## src/relay_selector_pkg.sv

```systemverilog
// Purpose: shared constants and types for the system channel relay selector
// Assumes: one 20 MHz clock, AXI4-Lite register access, twenty-channel modules
// Notes:   offsets are byte addresses of 32-bit words

package relay_selector_pkg;

  // ---------------------------------------------------------------------------
  // timing
  // ---------------------------------------------------------------------------
  localparam int unsigned CLK_HZ      = 20_000_000;
  localparam int unsigned ID_SHOW_MS  = 500;                          // identity shown per slot
  localparam int unsigned ID_SHOW_CYC = ID_SHOW_MS * (CLK_HZ / 1000);
  localparam logic [1:0]  SETTLE_CYC  = 2'h2;                         // synchroniser fill time

  // ---------------------------------------------------------------------------
  // slots and relays
  // ---------------------------------------------------------------------------
  localparam int unsigned NUM_SLOTS     = 5;
  localparam int unsigned NUM_RELAYS    = 25;
  localparam logic [6:0]  MAX_CH_2W     = 7'h14;  // channels 1..20 measure
  localparam logic [6:0]  MAX_CH_4W     = 7'h0A;  // channels 1..10 in four-wire
  localparam logic [4:0]  PAIR_OFS      = 5'h0A;  // channel n pairs with n+10
  localparam logic [4:0]  IDX_POLE      = 5'h16;  // relay 23
  localparam logic [4:0]  IDX_SENSE_ISO = 5'h17;  // relay 24
  localparam logic [4:0]  IDX_INPUT_ISO = 5'h18;  // relay 25
  localparam logic [3:0]  MAX_DIGIT     = 4'h9;

  // ---------------------------------------------------------------------------
  // register map
  // ---------------------------------------------------------------------------
  localparam logic [7:0]  ADDR_CTRL  = 8'h00;
  localparam logic [7:0]  ADDR_CMD   = 8'h04;
  localparam logic [7:0]  ADDR_SYS   = 8'h08;
  localparam logic [7:0]  ADDR_STAT  = 8'h0C;
  localparam logic [7:0]  ADDR_MASK  = 8'h10;
  localparam logic [7:0]  ADDR_SLOTS = 8'h14;
  localparam int unsigned CTRL_FOUR_WIRE = 0;
  localparam int unsigned STAT_DONE      = 0;
  localparam int unsigned STAT_ERR       = 1;
  localparam logic [31:0] CTRL_RST       = 32'h0000_0000;
  localparam logic [1:0]  MASK_RST       = 2'h0;
  localparam logic [1:0]  RESP_OKAY      = 2'h0;
  localparam logic [1:0]  RESP_SLVERR    = 2'h2;

  typedef enum logic [1:0] {OP_NONE, OP_CLOSE, OP_OPEN_ALL, OP_ASSIGN} op_t;

  // command word written to ADDR_CMD
  typedef struct packed {
    logic [15:0] rsvd;
    logic        from_panel;         // 1: came from front-panel keys
    logic        virt_meas;          // virtual module has measurement channels
    op_t         op;
    logic [11:0] slot_channel_code;  // slot digit, channel tens, channel ones
  } cmd_t;

  typedef struct packed {
    logic        valid;
    logic [11:0] code;
  } sys_chan_t;

endpackage

```

## src/system_channel_relay_selector.sv

```systemverilog
// Purpose: system channel selection and relay drive across five module slots
// Assumes: slot_present/slot_meas are pins; every module has twenty channels
// Notes:   one command at a time; break-before-make on every close
// Behaviour
// - channel code is slot digit then two channel digits
// - five slots, each real module or virtual stand-in
// - at most one system channel; none when nothing displayed
// - closing system channel also closes input isolation relay 25
// - four-wire close also closes pair and sense isolation relay 24
// - new close opens previous; new channel becomes system channel
// - close of non-measurement or unconnectable channel refused, nothing closes
// - four-wire: only channels 1-10 selectable, n pairs with n+10
// - four-wire also closes pole-mode relay 23
// - system channel to meter input, pair to sense input
// - system channel number displayed, pair number not
// - virtual assignment only to empty slot, else refused
// - virtual assignments volatile, cleared at power-up reset
// - slot lamp on while virtual module assigned
// - virtual assignment only from remote, never front panel
// - installed module identities shown briefly at power-up
// - previous channel and pair opened before new close
// - open-all opens every relay, leaves no system channel
`timescale 1ns/1ps

module system_channel_relay_selector
  import relay_selector_pkg::*;
#(
  parameter int unsigned ID_SHOW_CYCLES = ID_SHOW_CYC
) (
  input  wire logic         clock,
  input  wire logic         srst,
  input  wire logic [7:0]   s_axi_awaddr,
  input  wire logic         s_axi_awvalid,
  output logic              s_axi_awready,
  input  wire logic [31:0]  s_axi_wdata,
  input  wire logic [3:0]   s_axi_wstrb,
  input  wire logic         s_axi_wvalid,
  output logic              s_axi_wready,
  output logic [1:0]        s_axi_bresp,
  output logic              s_axi_bvalid,
  input  wire logic         s_axi_bready,
  input  wire logic [7:0]   s_axi_araddr,
  input  wire logic         s_axi_arvalid,
  output logic              s_axi_arready,
  output logic [31:0]       s_axi_rdata,
  output logic [1:0]        s_axi_rresp,
  output logic              s_axi_rvalid,
  input  wire logic         s_axi_rready,
  input  wire logic [4:0]   slot_present,
  input  wire logic [4:0]   slot_meas,
  output logic [124:0]      relay_drive,
  output logic [4:0]        slot_lamp,
  output logic              disp_chan_valid,
  output logic [11:0]       disp_chan_code,
  output logic              disp_ident_valid,
  output logic [2:0]        disp_ident_slot,
  output logic              disp_ident_meas,
  output logic              irq
);

  typedef enum {ST_SETTLE, ST_BOOT, ST_IDLE, ST_BREAK, ST_MAKE} state_t;

  // ---------------------------------------------------------------------------
  // helpers
  // ---------------------------------------------------------------------------
  function automatic logic digits_ok(input logic [11:0] c);
    return (c[11:8] <= MAX_DIGIT) && (c[7:4] <= MAX_DIGIT) && (c[3:0] <= MAX_DIGIT);
  endfunction

  function automatic logic [6:0] chan_num(input logic [7:0] d);
    return ({3'h0, d[7:4]} * 7'h0A) + {3'h0, d[3:0]};
  endfunction

  function automatic logic slot_ok(input logic [3:0] s);
    return (s >= 4'h1) && (s <= 4'h5);
  endfunction

  // ---------------------------------------------------------------------------
  // declarations
  // ---------------------------------------------------------------------------
  state_t            state_q;
  logic [4:0][24:0]  relay_q;
  sys_chan_t         sys_q;
  logic [4:0]        virt_q;
  logic [4:0]        vmeas_q;
  logic [31:0]       ctrl_q;
  logic [1:0]        stat_q;
  logic [1:0]        mask_q;
  logic [4:0]        pres_s1_q;
  logic [4:0]        pres_q;
  logic [4:0]        meas_s1_q;
  logic [4:0]        meas_q;
  logic [23:0]       boot_cnt_q;
  logic [2:0]        boot_slot_q;
  logic [2:0]        pend_slot_q;
  logic [4:0]        pend_ch_q;
  logic              pend_4w_q;
  logic [11:0]       pend_code_q;
  logic              aw_have_q;
  logic              w_have_q;
  logic [7:0]        aw_addr_q;
  logic [31:0]       w_data_q;
  logic [3:0]        w_strb_q;
  logic              bvalid_q;
  logic              rvalid_q;
  logic [31:0]       rdata_q;
  logic [1:0]        rresp_q;
  logic [31:0]       wmask;
  logic              wr_fire;
  logic              cmd_go;
  cmd_t              cmd;
  logic [2:0]        cmd_slot;
  logic [6:0]        cmd_ch;
  logic [4:0]        occupied;
  logic [4:0]        meas_cap;
  logic              close_ok;
  logic              close_bad;
  logic              open_go;
  logic              assign_ok;
  logic              assign_bad;
  logic              busy_bad;
  logic [1:0]        stat_set;
  logic [1:0]        stat_clr;
  logic [31:0]       rdata_d;
  logic              raddr_ok;

  // ---------------------------------------------------------------------------
  // pin synchronisers
  // ---------------------------------------------------------------------------
  // module presence pins are asynchronous to the clock
  always_ff @(posedge clock) begin
    if (srst) begin
      pres_s1_q <= 5'h00;
      pres_q    <= 5'h00;
      meas_s1_q <= 5'h00;
      meas_q    <= 5'h00;
    end else begin
      pres_s1_q <= slot_present;
      pres_q    <= pres_s1_q;
      meas_s1_q <= slot_meas;
      meas_q    <= meas_s1_q;
    end
  end

  // ---------------------------------------------------------------------------
  // AXI4-Lite write path
  // ---------------------------------------------------------------------------
  // address and data are held independently, so they may arrive in any order
  assign s_axi_awready = !aw_have_q;
  assign s_axi_wready  = !w_have_q;
  assign wr_fire       = aw_have_q && w_have_q && !bvalid_q;
  assign s_axi_bvalid  = bvalid_q;
  assign s_axi_bresp   = RESP_OKAY;  // writes to unmapped words are dropped

  always_ff @(posedge clock) begin
    if (srst) begin
      aw_have_q <= 1'b0;
      w_have_q  <= 1'b0;
      aw_addr_q <= 8'h00;
      w_data_q  <= 32'h0000_0000;
      w_strb_q  <= 4'h0;
      bvalid_q  <= 1'b0;
    end else begin
      if (s_axi_awvalid && s_axi_awready) begin
        aw_have_q <= 1'b1;
        aw_addr_q <= s_axi_awaddr;
      end else if (wr_fire) begin
        aw_have_q <= 1'b0;
      end
      if (s_axi_wvalid && s_axi_wready) begin
        w_have_q <= 1'b1;
        w_data_q <= s_axi_wdata;
        w_strb_q <= s_axi_wstrb;
      end else if (wr_fire) begin
        w_have_q <= 1'b0;
      end
      if (wr_fire) begin
        bvalid_q <= 1'b1;
      end else if (s_axi_bready) begin
        bvalid_q <= 1'b0;
      end
    end
  end

  // byte lanes expanded to a bit mask
  for (genvar b = 0; b < 4; b++) begin : g_wmask
    assign wmask[b*8 +: 8] = {8{w_strb_q[b]}};
  end

  // ---------------------------------------------------------------------------
  // command decode
  // ---------------------------------------------------------------------------
  assign cmd      = cmd_t'(w_data_q & wmask);
  assign cmd_go   = wr_fire && (aw_addr_q == ADDR_CMD);
  assign cmd_slot = 3'(cmd.slot_channel_code[11:8] - 4'h1);
  assign cmd_ch   = chan_num(cmd.slot_channel_code[7:0]);
  assign occupied = pres_q | virt_q;
  assign meas_cap = (pres_q & meas_q) | (virt_q & vmeas_q);

  // only channels that reach the meter qualify; 21..25 are never selectable
  always_comb begin
    close_ok = digits_ok(cmd.slot_channel_code) && slot_ok(cmd.slot_channel_code[11:8]);
    if (close_ok) begin
      close_ok = occupied[cmd_slot] && meas_cap[cmd_slot] && (cmd_ch != 7'h00) &&
                 (cmd_ch <= (ctrl_q[CTRL_FOUR_WIRE] ? MAX_CH_4W : MAX_CH_2W));
    end
  end

  // a command arriving mid-sequence is refused rather than queued
  always_comb begin
    busy_bad   = cmd_go && (state_q != ST_IDLE) && (cmd.op != OP_NONE);
    open_go    = cmd_go && (state_q == ST_IDLE) && (cmd.op == OP_OPEN_ALL);
    close_bad  = cmd_go && (state_q == ST_IDLE) && (cmd.op == OP_CLOSE) && !close_ok;
    assign_ok  = cmd_go && (state_q == ST_IDLE) && (cmd.op == OP_ASSIGN) && !cmd.from_panel &&
                 slot_ok(cmd.slot_channel_code[11:8]) && !occupied[cmd_slot];
    assign_bad = cmd_go && (state_q == ST_IDLE) && (cmd.op == OP_ASSIGN) && !assign_ok;
  end

  // ---------------------------------------------------------------------------
  // sequencer
  // ---------------------------------------------------------------------------
  // boot walks the slots showing each installed module's identity
  always_ff @(posedge clock) begin
    if (srst) begin
      state_q     <= ST_SETTLE;
      boot_cnt_q  <= 24'h00_0000;
      boot_slot_q <= 3'h0;
    end else begin
      unique case (state_q)
        ST_SETTLE: begin
          boot_cnt_q <= boot_cnt_q + 24'h00_0001;
          if (boot_cnt_q[1:0] == SETTLE_CYC) begin
            state_q    <= ST_BOOT;
            boot_cnt_q <= 24'h00_0000;
          end
        end
        ST_BOOT: begin
          boot_cnt_q <= boot_cnt_q + 24'h00_0001;
          if (!pres_q[boot_slot_q] || (boot_cnt_q == 24'(ID_SHOW_CYCLES - 1))) begin
            boot_cnt_q  <= 24'h00_0000;
            boot_slot_q <= boot_slot_q + 3'h1;
            if (boot_slot_q == 3'(NUM_SLOTS - 1)) begin
              state_q <= ST_IDLE;
            end
          end
        end
        ST_IDLE: begin
          if (cmd_go && (cmd.op == OP_CLOSE) && close_ok) begin
            state_q <= ST_BREAK;
          end
        end
        ST_BREAK: state_q <= ST_MAKE;
        ST_MAKE:  state_q <= ST_IDLE;
      endcase
    end
  end

  // target latched so a later CTRL write cannot change a close in flight
  always_ff @(posedge clock) begin
    if (srst) begin
      pend_slot_q <= 3'h0;
      pend_ch_q   <= 5'h00;
      pend_4w_q   <= 1'b0;
      pend_code_q <= 12'h000;
    end else if (cmd_go && (state_q == ST_IDLE) && (cmd.op == OP_CLOSE) && close_ok) begin
      pend_slot_q <= cmd_slot;
      pend_ch_q   <= cmd_ch[4:0];
      pend_4w_q   <= ctrl_q[CTRL_FOUR_WIRE];
      pend_code_q <= cmd.slot_channel_code;
    end
  end

  // ---------------------------------------------------------------------------
  // relays and system channel
  // ---------------------------------------------------------------------------
  // only the system channel set is ever closed, so breaking clears everything
  always_ff @(posedge clock) begin
    if (srst) begin
      relay_q <= '0;
    end else if (open_go || (state_q == ST_BREAK)) begin
      relay_q <= '0;
    end else if (state_q == ST_MAKE) begin
      relay_q[pend_slot_q][5'(pend_ch_q - 5'h01)] <= 1'b1;
      relay_q[pend_slot_q][IDX_INPUT_ISO]         <= 1'b1;
      if (pend_4w_q) begin
        relay_q[pend_slot_q][5'(pend_ch_q + PAIR_OFS - 5'h01)] <= 1'b1;
        relay_q[pend_slot_q][IDX_SENSE_ISO]                    <= 1'b1;
        relay_q[pend_slot_q][IDX_POLE]                         <= 1'b1;
      end
    end
  end

  // single record means a second system channel cannot exist
  always_ff @(posedge clock) begin
    if (srst) begin
      sys_q <= '0;
    end else if (open_go || (state_q == ST_BREAK)) begin
      sys_q <= '0;
    end else if (state_q == ST_MAKE) begin
      sys_q <= '{valid: 1'b1, code: pend_code_q};
    end
  end

  assign relay_drive     = relay_q;
  assign disp_chan_valid = sys_q.valid;  // pair never reaches the display
  assign disp_chan_code  = sys_q.code;

  // ---------------------------------------------------------------------------
  // virtual modules and display of identities
  // ---------------------------------------------------------------------------
  // no retention: reset stands in for power-off
  always_ff @(posedge clock) begin
    if (srst) begin
      virt_q  <= 5'h00;
      vmeas_q <= 5'h00;
    end else if (assign_ok) begin
      virt_q[cmd_slot]  <= 1'b1;
      vmeas_q[cmd_slot] <= cmd.virt_meas;
    end
  end

  assign slot_lamp = virt_q;

  always_ff @(posedge clock) begin
    if (srst) begin
      disp_ident_valid <= 1'b0;
      disp_ident_slot  <= 3'h0;
      disp_ident_meas  <= 1'b0;
    end else begin
      disp_ident_valid <= (state_q == ST_BOOT) && pres_q[boot_slot_q];
      disp_ident_slot  <= boot_slot_q;
      disp_ident_meas  <= (state_q == ST_BOOT) && meas_q[boot_slot_q];  // slot index runs past 4 after boot
    end
  end

  // ---------------------------------------------------------------------------
  // control, status and interrupt registers
  // ---------------------------------------------------------------------------
  assign stat_set = {close_bad | assign_bad | busy_bad, (state_q == ST_MAKE) | open_go | assign_ok};
  assign stat_clr = (wr_fire && (aw_addr_q == ADDR_STAT)) ? (w_data_q[1:0] & wmask[1:0]) : 2'h0;

  // set wins over a clear in the same cycle
  always_ff @(posedge clock) begin
    if (srst) begin
      ctrl_q <= CTRL_RST;
      mask_q <= MASK_RST;
      stat_q <= 2'h0;
    end else begin
      stat_q <= (stat_q & ~stat_clr) | stat_set;
      if (wr_fire && (aw_addr_q == ADDR_CTRL)) begin
        ctrl_q <= {31'h0000_0000, (w_data_q[CTRL_FOUR_WIRE] & wmask[CTRL_FOUR_WIRE]) |
                                  (ctrl_q[CTRL_FOUR_WIRE] & ~wmask[CTRL_FOUR_WIRE])};
      end
      if (wr_fire && (aw_addr_q == ADDR_MASK)) begin
        mask_q <= (w_data_q[1:0] & wmask[1:0]) | (mask_q & ~wmask[1:0]);
      end
    end
  end

  assign irq = |(stat_q & mask_q);

  // ---------------------------------------------------------------------------
  // AXI4-Lite read path
  // ---------------------------------------------------------------------------
  always_comb begin
    rdata_d  = 32'h0000_0000;
    raddr_ok = 1'b1;
    unique case (s_axi_araddr)
      ADDR_CTRL:  rdata_d = ctrl_q;
      ADDR_CMD:   rdata_d = 32'h0000_0000;
      ADDR_SYS:   rdata_d = {18'h0_0000, state_q != ST_IDLE, sys_q.valid, sys_q.code};
      ADDR_STAT:  rdata_d = {30'h0000_0000, stat_q};
      ADDR_MASK:  rdata_d = {30'h0000_0000, mask_q};
      ADDR_SLOTS: rdata_d = {17'h0_0000, meas_cap, virt_q, pres_q};
      default:    raddr_ok = 1'b0;
    endcase
  end

  assign s_axi_arready = !rvalid_q;
  assign s_axi_rvalid  = rvalid_q;
  assign s_axi_rdata   = rdata_q;
  assign s_axi_rresp   = rresp_q;

  always_ff @(posedge clock) begin
    if (srst) begin
      rvalid_q <= 1'b0;
      rdata_q  <= 32'h0000_0000;
      rresp_q  <= RESP_OKAY;
    end else if (s_axi_arvalid && s_axi_arready) begin
      rvalid_q <= 1'b1;
      rdata_q  <= rdata_d;
      rresp_q  <= raddr_ok ? RESP_OKAY : RESP_SLVERR;
    end else if (s_axi_rready) begin
      rvalid_q <= 1'b0;
    end
  end

  // ---------------------------------------------------------------------------
  // assertions
  // ---------------------------------------------------------------------------
  AST_NO_SYS_ALL_OPEN: assert property (@(posedge clock) disable iff (srst)
    (state_q == ST_IDLE && !sys_q.valid) |-> (relay_q == '0))
    else $error("relay closed with no system channel");

  AST_INPUT_ISO: assert property (@(posedge clock) disable iff (srst)
    (state_q == ST_MAKE) |=> (relay_q[pend_slot_q][IDX_INPUT_ISO] && sys_q.valid))
    else $error("input isolation relay not closed with system channel");

  AST_FOUR_WIRE_SET: assert property (@(posedge clock) disable iff (srst)
    (state_q == ST_MAKE && pend_4w_q) |=> (relay_q[pend_slot_q][5'(pend_ch_q + PAIR_OFS - 5'h01)] &&
      relay_q[pend_slot_q][IDX_SENSE_ISO] && relay_q[pend_slot_q][IDX_POLE]))
    else $error("four-wire pair, sense or pole relay missing");

  AST_NEW_SYS_SHOWN: assert property (@(posedge clock) disable iff (srst)
    (state_q == ST_MAKE) |=> (disp_chan_valid && disp_chan_code == $past(pend_code_q)))
    else $error("new system channel not displayed");

  AST_REFUSE_CLOSE: assert property (@(posedge clock) disable iff (srst)
    close_bad |=> ($stable(relay_q) && stat_q[STAT_ERR] && state_q == ST_IDLE))
    else $error("refused close changed relays or raised no error");

  AST_BREAK_FIRST: assert property (@(posedge clock) disable iff (srst)
    (cmd_go && state_q == ST_IDLE && cmd.op == OP_CLOSE && close_ok) |=> ##1 (relay_q == '0 && !sys_q.valid))
    else $error("previous channel not opened before make");

  AST_OPEN_ALL: assert property (@(posedge clock) disable iff (srst)
    open_go |=> (relay_q == '0 && !disp_chan_valid))
    else $error("open-all left a relay closed");

  AST_ASSIGN_REFUSED: assert property (@(posedge clock) disable iff (srst)
    (cmd_go && cmd.op == OP_ASSIGN && (occupied[cmd_slot] || cmd.from_panel)) |=> $stable(virt_q))
    else $error("virtual module assigned to occupied slot or from panel");

  AST_LAMP_ON: assert property (@(posedge clock) disable iff (srst)
    assign_ok |=> slot_lamp[$past(cmd_slot)])
    else $error("slot lamp not lit after virtual assignment");

  AST_VIRT_VOLATILE: assert property (@(posedge clock)
    srst |=> (virt_q == 5'h00 && slot_lamp == 5'h00))
    else $error("virtual assignment survived reset");

endmodule

```

## config.mk

```make
export PLATFORM = sky130hd
export DESIGN_NAME = system_channel_relay_selector
export DESIGN_NICKNAME = d
export VERILOG_FILES = /design/src/relay_selector_pkg.sv /design/src/system_channel_relay_selector.sv
export SDC_FILE = /design/constraint.sdc
export NUM_CORES = 1
export LEC_CHECK = 0
export ABC_CLOCK_PERIOD_IN_PS = 3600
export BUFFER_PORTS_ARGS = -buffer_cell sky130_fd_sc_hd__buf_2
export CORE_MARGIN = 4
export CORE_UTILIZATION = 49
export CTS_CLUSTER_SIZE = 10
export DETAILED_ROUTE_END_ITERATION = 8
export PLACE_DENSITY = 0.8
export SLEW_MARGIN = 10
export SYNTH_ARGS = -nofsm -noshare
export SYNTH_HDL_FRONTEND = slang
export SYNTH_SLANG_ARGS = --single-unit
export TNS_END_PERCENT = 100
```

## constraint.sdc

```tcl
create_clock -name clock -period 3.6 [get_ports clock]
set_input_delay 0.18 -clock clock [delete_from_list [all_inputs] [get_ports clock]]
set_output_delay 0.18 -clock clock [all_outputs]
set_load 0.05 [all_outputs]
```

# == Word level (Yosys, flattened, before mapping) ==
# Index checks and enable logic that the tools add are counted.
# totals
ff_bits,322
input_bits,69
out_inout_bits,190
wordCells,221
# op_classes
n_addsub,7
n_mul,1
magnitude_cmp,15
n_eq_ne,27
mux,47
bitwise,27
reduce_logical,62
# op_table
cell,n
$or A125 B125 Y125,5
$demux W25 S3,5
$pmux W32 S5,1
$mux W32,4
$mux W125,1
$eq A32 B2 Y1 const B,3
$eq A32 B3 Y1 const B,3
$mux W25,3
$pmux W15 S5,1
$mux W24,3
$pmux W24 S2,1
$logic_and A1 B1 Y1,36
$eq A32 B1 Y1 const B,1
$eq A32 B4 Y1 const B,1
$logic_not A32 Y1,1
$ne A32 B3 Y1 const B,1
$add A24 B1 Y24 const B,1
$eq A24 B24 Y1 const B,1
$eq A8 B4 Y1 const B,3
$eq A8 B5 Y1 const B,3
$mux W23,1
$and A16 B16 Y16,1
$eq A8 B3 Y1 const B,2
$logic_not A8 Y1,2
other kinds (41),102

# == Longest topological paths before layout ==
# depth
word_depth,13
depth_mapped,15
ltp_nobuf,12

# == Least setup slack after synthesis ==
# OpenSTA, ideal clock, no wires.
# synth_path
kind,register to register
from,register w_strb_q[0]
to,register pend_code_q[9]
setup_ps,121
arrival_ps,3260
required_ps,3479
setup_slack_ps,219
path_stages_with_launch,14
n_path_buf,2
period_less_slack_ps,3381
path_cell_list,dfxtp_1 > clkbuf_2 > clkbuf_1 > and2_1 > ha_1 > a41o_1 > a31oi_2 > xnor2_2 > ha_1 > a21oi_1 > o21ai_0 > a211oi_1 > nand3_1 > mux2_2
# synth_between
elab_chain_cells,8
elab_cells_between_ends,14
cone_classes,add/sub: 1; mul: 1; order compare: 3; mux: 1; bitwise: 1; reduce/logical: 7
# synth_rtl
item,line_no,source
"start, declared",system_channel_relay_selector.sv:103,logic [3:0] w_strb_q;
"start signal, assigned",system_channel_relay_selector.sv:173,w_strb_q <= s_axi_wstrb;
$and A16 B16 Y16 *,system_channel_relay_selector.sv:193,assign cmd = cmd_t'(w_data_q & wmask);
$mul A4 B3 Y6,system_channel_relay_selector.sv:71,"return ({3'h0, d[7:4]} * 7'h0A) + {3'h0, d[3:0]};"
$add A7 B4 Y7 *,system_channel_relay_selector.sv:71,
net cmd_ch[4],system_channel_relay_selector.sv:113,logic [6:0] cmd_ch;
branches (longest 2 deep; another with $le A7 B5 Y1),--,
$logic_and A1 B1 Y1 *,system_channel_relay_selector.sv:204,close_ok = occupied[cmd_slot] && meas_cap[cmd_slot] && (cmd_ch != 7'h00) &&
$mux W1 *,system_channel_relay_selector.sv:203,if (close_ok) begin
$logic_and A1 B1 Y1 *,system_channel_relay_selector.sv:265,end else if (cmd_go && (state_q == ST_IDLE) && (cmd.op == OP_CLOSE) && close_ok) begin
"end signal, assigned",system_channel_relay_selector.sv:269,pend_code_q <= cmd.slot_channel_code;
"end, declared",system_channel_relay_selector.sv:98,logic [11:0] pend_code_q;
# Mark *: on every way through the listed nets, which the timed path passes.
# A chain may end at the register's enable or synchronous reset.

# == Final worst setup path ==
# layout_path
from,register w_data_q[4]
to,register pend_code_q[10]
# layout_between
elab_chain_cells,8
elab_cells_between_ends,13
cone_classes,add/sub: 1; mul: 1; order compare: 2; mux: 1; bitwise: 1; reduce/logical: 7
# layout_rtl
item,line_no,source
"start, declared",system_channel_relay_selector.sv:102,logic [31:0] w_data_q;
"start signal, assigned",system_channel_relay_selector.sv:172,w_data_q <= s_axi_wdata;
$and A16 B16 Y16 *,system_channel_relay_selector.sv:193,
$mul A4 B3 Y6 *,system_channel_relay_selector.sv:71,
$add A7 B4 Y7 *,system_channel_relay_selector.sv:71,
net cmd_ch[4],system_channel_relay_selector.sv:113,
branches (longest 2 deep; another with $le A7 B5 Y1),--,
$logic_and A1 B1 Y1 *,system_channel_relay_selector.sv:204,
$mux W1 *,system_channel_relay_selector.sv:203,
$logic_and A1 B1 Y1 *,system_channel_relay_selector.sv:265,
# Marks and branches as above.

==> impl_metrics.csv <==
group,metric,value,unit
die,core_area,22100,um^2
synthesis,yosysMostFrequentCell,"dfxtp_1",
place,pre_cts_ws,0.221,ns
global_routing,grt_max_degree,139,
setup_path,r2r_start,"w_data_q[4]",
clock_tree,worst_skew_pair.late_latency,0.51,ns
timing,fmax,295,MHz
setup_path,crit_start,"w_data_q[4]",
clock_tree,clk_pin_slew_worst_paths,0.05,ns
die,fp-row-count,54,
die,chipWidth,159,um
route,drt_wl_total,30800,um
synthesis,yosys.area.top_type,"dfxtp_1",
timing,hold_slack,0.00811,ns
global_routing,grt_pass1_vias,9655,
synthesis,yosysTopAreaCellShare,49.2,%
route,wl_per_cell,17.0,um
clock_tree,cts_tree,"yes",
route,route.detailed.drc,0,
timing,post-route-period-util,94.2,%
route,drt_iter0_markers,857,
place,dp.cells,1727,
synthesis,yosysSeqAreaShare,49.2,%
clock_tree,cts_buffers,34,
place,place_congestion,0.904,
pwr,p_leak,0.00585,uW
setup_path,start_kind,"register",
global_routing,grt_pass1_wl,49300,um
setup_path,path_max_fanout,21,
timing,fin_skew,0.0262,ns
route,drt_first_pass_iters,6,
clock_tree,clock_sinks,274,
synthesis,ys_warn_count,0,
clock_tree,h-tree-depth,2,
timing,hold_viol,0,
timing,fin_tns_setup,0,ns
setup_path,cp_cell_sequence,"xor2_1, and2_1, ha_1, a41o_1, a31oi_2, xnor2_2, ha_1, a21oi_1, o21ai_0, a211o_2, or3_1, a21oi_1",
pwr,powerDensity,474,nW/um^2
finish,fillers,1836,
die,dieHeight,159,um
finish,final_layout_size_suffix_gt1_share,19.5,%
synthesis,synthArstFlopShare,0,%
global_routing,grt_overflow,0,
global_routing,antenna_found_initial,0,
setup_path,crit_required,4.03,ns
die,io-pin-count,259,
hold_path,min-delay-start,"s_axi_arvalid",
synthesis,ys_seq_elements,274,
flow_run,drv_cap,0,
global_routing,grt_util_all_layers,23.2,%
pwr,finalPower,6500,uW
setup_path,critical_path.endpoint_type,"register",
synthesis,synthCells,1294,
setup_path,reg2regPathDepth,12,
timing,slew_viol_final,0,
hold_path,hold_depth,3,
outcome,status,"finished clean",
setup_path,path_delay_family,"compound AO/OA/AOI/OAI gates",
synthesis,synth-main-ff-cell,"dfxtp_1",
finish,layout.cells.non_filler,1811,
finish,antenna_cells,0,
pwr,peakVddDrop,0.468,mV
synthesis,synth_edf_count,0,
route,vias,10092,
synthesis,synth_cell_types,78,
timing,slew-limit-headroom,32.6,%
timing,worst_pin_slew,1.01,ns
timing,rsz0062_at_grt,"no",
synthesis,synth.area.top_cells,"dfxtp_1, a21oi_1, nor2_1",
setup_path,cpPeakStageDelay,0.49,ns
timing,setup_ws,0.210,ns
finish,nets,1609,
route,ant_nets,0,
synthesis,synthTopCellsByCount,"dfxtp_1, nor2_1, a21oi_1",
timing,min_period,3.39,ns
synthesis,synth.avg_cell_area,8.62,um^2
setup_path,critPathKind,"register to register",
clock_tree,clock_path_buffers,3,
route,viasPerCell,5.57,
timing,finalSetupViolCount,0,
clock_tree,cts-root-buf,"clkbuf_16",
setup_path,path_depth,12,
die,initial_core_util,50.5,%
synthesis,syn_area,11200,um^2
place,io_buffers,220,
place,dp_hpwl,20700,um
finish,area_growth,22.8,%
die,dieArea,25200,um^2
setup_path,crit_arrival,3.82,ns
setup_path,cp_slowest_cell,"a211o_2",
hold_path,hold_path.class,"primary input to register",
setup_path,critical_path_buf_inv_count,0,
[cell families (layout without fill, tap and decap cells)]
group / count (synthesis) / after routing / share of synthesized area (%)
AO/OA/AOI/OAI: 298 / 298 / 15.9
XOR/XNOR: 29 / 29 / 2.48
adder cells (fa/ha/maj): 17 / 17 / 1.97
buffers and inverters: 129 / 347 / 5.45
flip-flops: 274 / 274 / 49.2
multiplexers: 29 / 29 / 2.74
other: 1 / 20 / 0.0336
AND/OR/NAND/NOR: 517 / 517 / 22.3
[metal layers]
layer  vias to the layer above  track usage (%)  routed length [um]
li1                       4840                -                   -
met1                      4747             28.7               12600
met2                       413             40.2               15000
met3                        92             3.71                1840
met4                         0             10.1                1320
met5                         -                0                   0
[tightest hold or removal path, stage by stage]
cell      delay, ns
buf_2          0.12
nor2_1         0.10
a211oi_1       0.05
[per-stage QoR]
| step | util [%] | area [um^2] |
|---|---|---|
| 4_1_cts | 62.0 | 13700 |
| 3_3_place_gp | 55.8 | 12300 |
| 3_5_place_dp | 55.8 | 12300 |
| 2_1_floorplan | - | 11200 |
| 5_1_grt | 62.0 | 13700 |
| 6_report | 62.0 | 13700 |
[registers in the layout, summed over array words and instances (netlist names), 5 cells and up, named ones only]
signal,count
pres_q,5
w_data_q,16
disp_chan_code,12
pend_code_q,11
boot_cnt_q,24
s_axi_rdata,15
pend_ch_q,5
pres_s1_q,5
vmeas_q,5
aw_addr_q,8
meas_q,5
relay_drive,125
slot_lamp,5
meas_s1_q,5
[layout make-up]
class / instances / area [um^2] / area share (%)
clock buffer: 40 / 915 / 6.68
clock inverter: 4 / 46.3 / 0.338
inverter: 29 / 109 / 0.795
multi-input combinational: 910 / 5170 / 37.8
sequential: 274 / 5490 / 40.0
tap: 280 / 350 / 2.56
timing repair buffer: 274 / 1620 / 11.8
[cell usage in the layout, fill, tap and decap left out, types with 4 or more instances in the layout]
cell type and count:
nand3_1 10, nand2_1 106, a31oi_1 5, a211oi_1 9, o21ai_0 31, xor2_1 18
or3_1 6, nor3b_1 5, ha_1 16, a22oi_1 19, a22o_1 5, buf_4 14
mux2i_1 26, and3_1 8, dfxtp_1 274, xnor2_1 9, and2_1 15, conb_1 20
and3b_1 5, inv_1 29, clkbuf_16 35, nor2b_1 39, a21oi_1 180, nand3b_1 7
nand2b_1 14, nor2_1 225, o211ai_1 5, buf_2 219, or2_2 4, nand4_1 28
dlygate4sd3_1 40, nor3_1 19
[power breakdown]
part	switching, uW	total [uW]	leakage (uW)	internal, uW
Combinational	258	396	0.00317	138
Sequential	46.3	3120	0.00222	3080
Clock	1190	2980	0.000471	1780
Total	1500	6500	0.00585	5000
[worst paths after layout]
kind | endpoint | slack, ns
setup / recovery | pend_code_q[10] | 0.21
hold / removal | s_axi_rvalid | 0.008
setup reg to reg | pend_code_q[10] | 0.21
hold reg to reg | pres_q[1] | 0.44
[what timing repair did]
| action | in CTS | in global routing |
|---|---|---|
| hold endpoints to repair | 40 | 0 |
| endpoints found under the setup margin | 0 | 4 |
| buffers inserted | 0 | 0 |
| hold buffers | 40 | 0 |
| gates resized for setup | 0 | 1 |
Power figures use the tool's default switching activity.
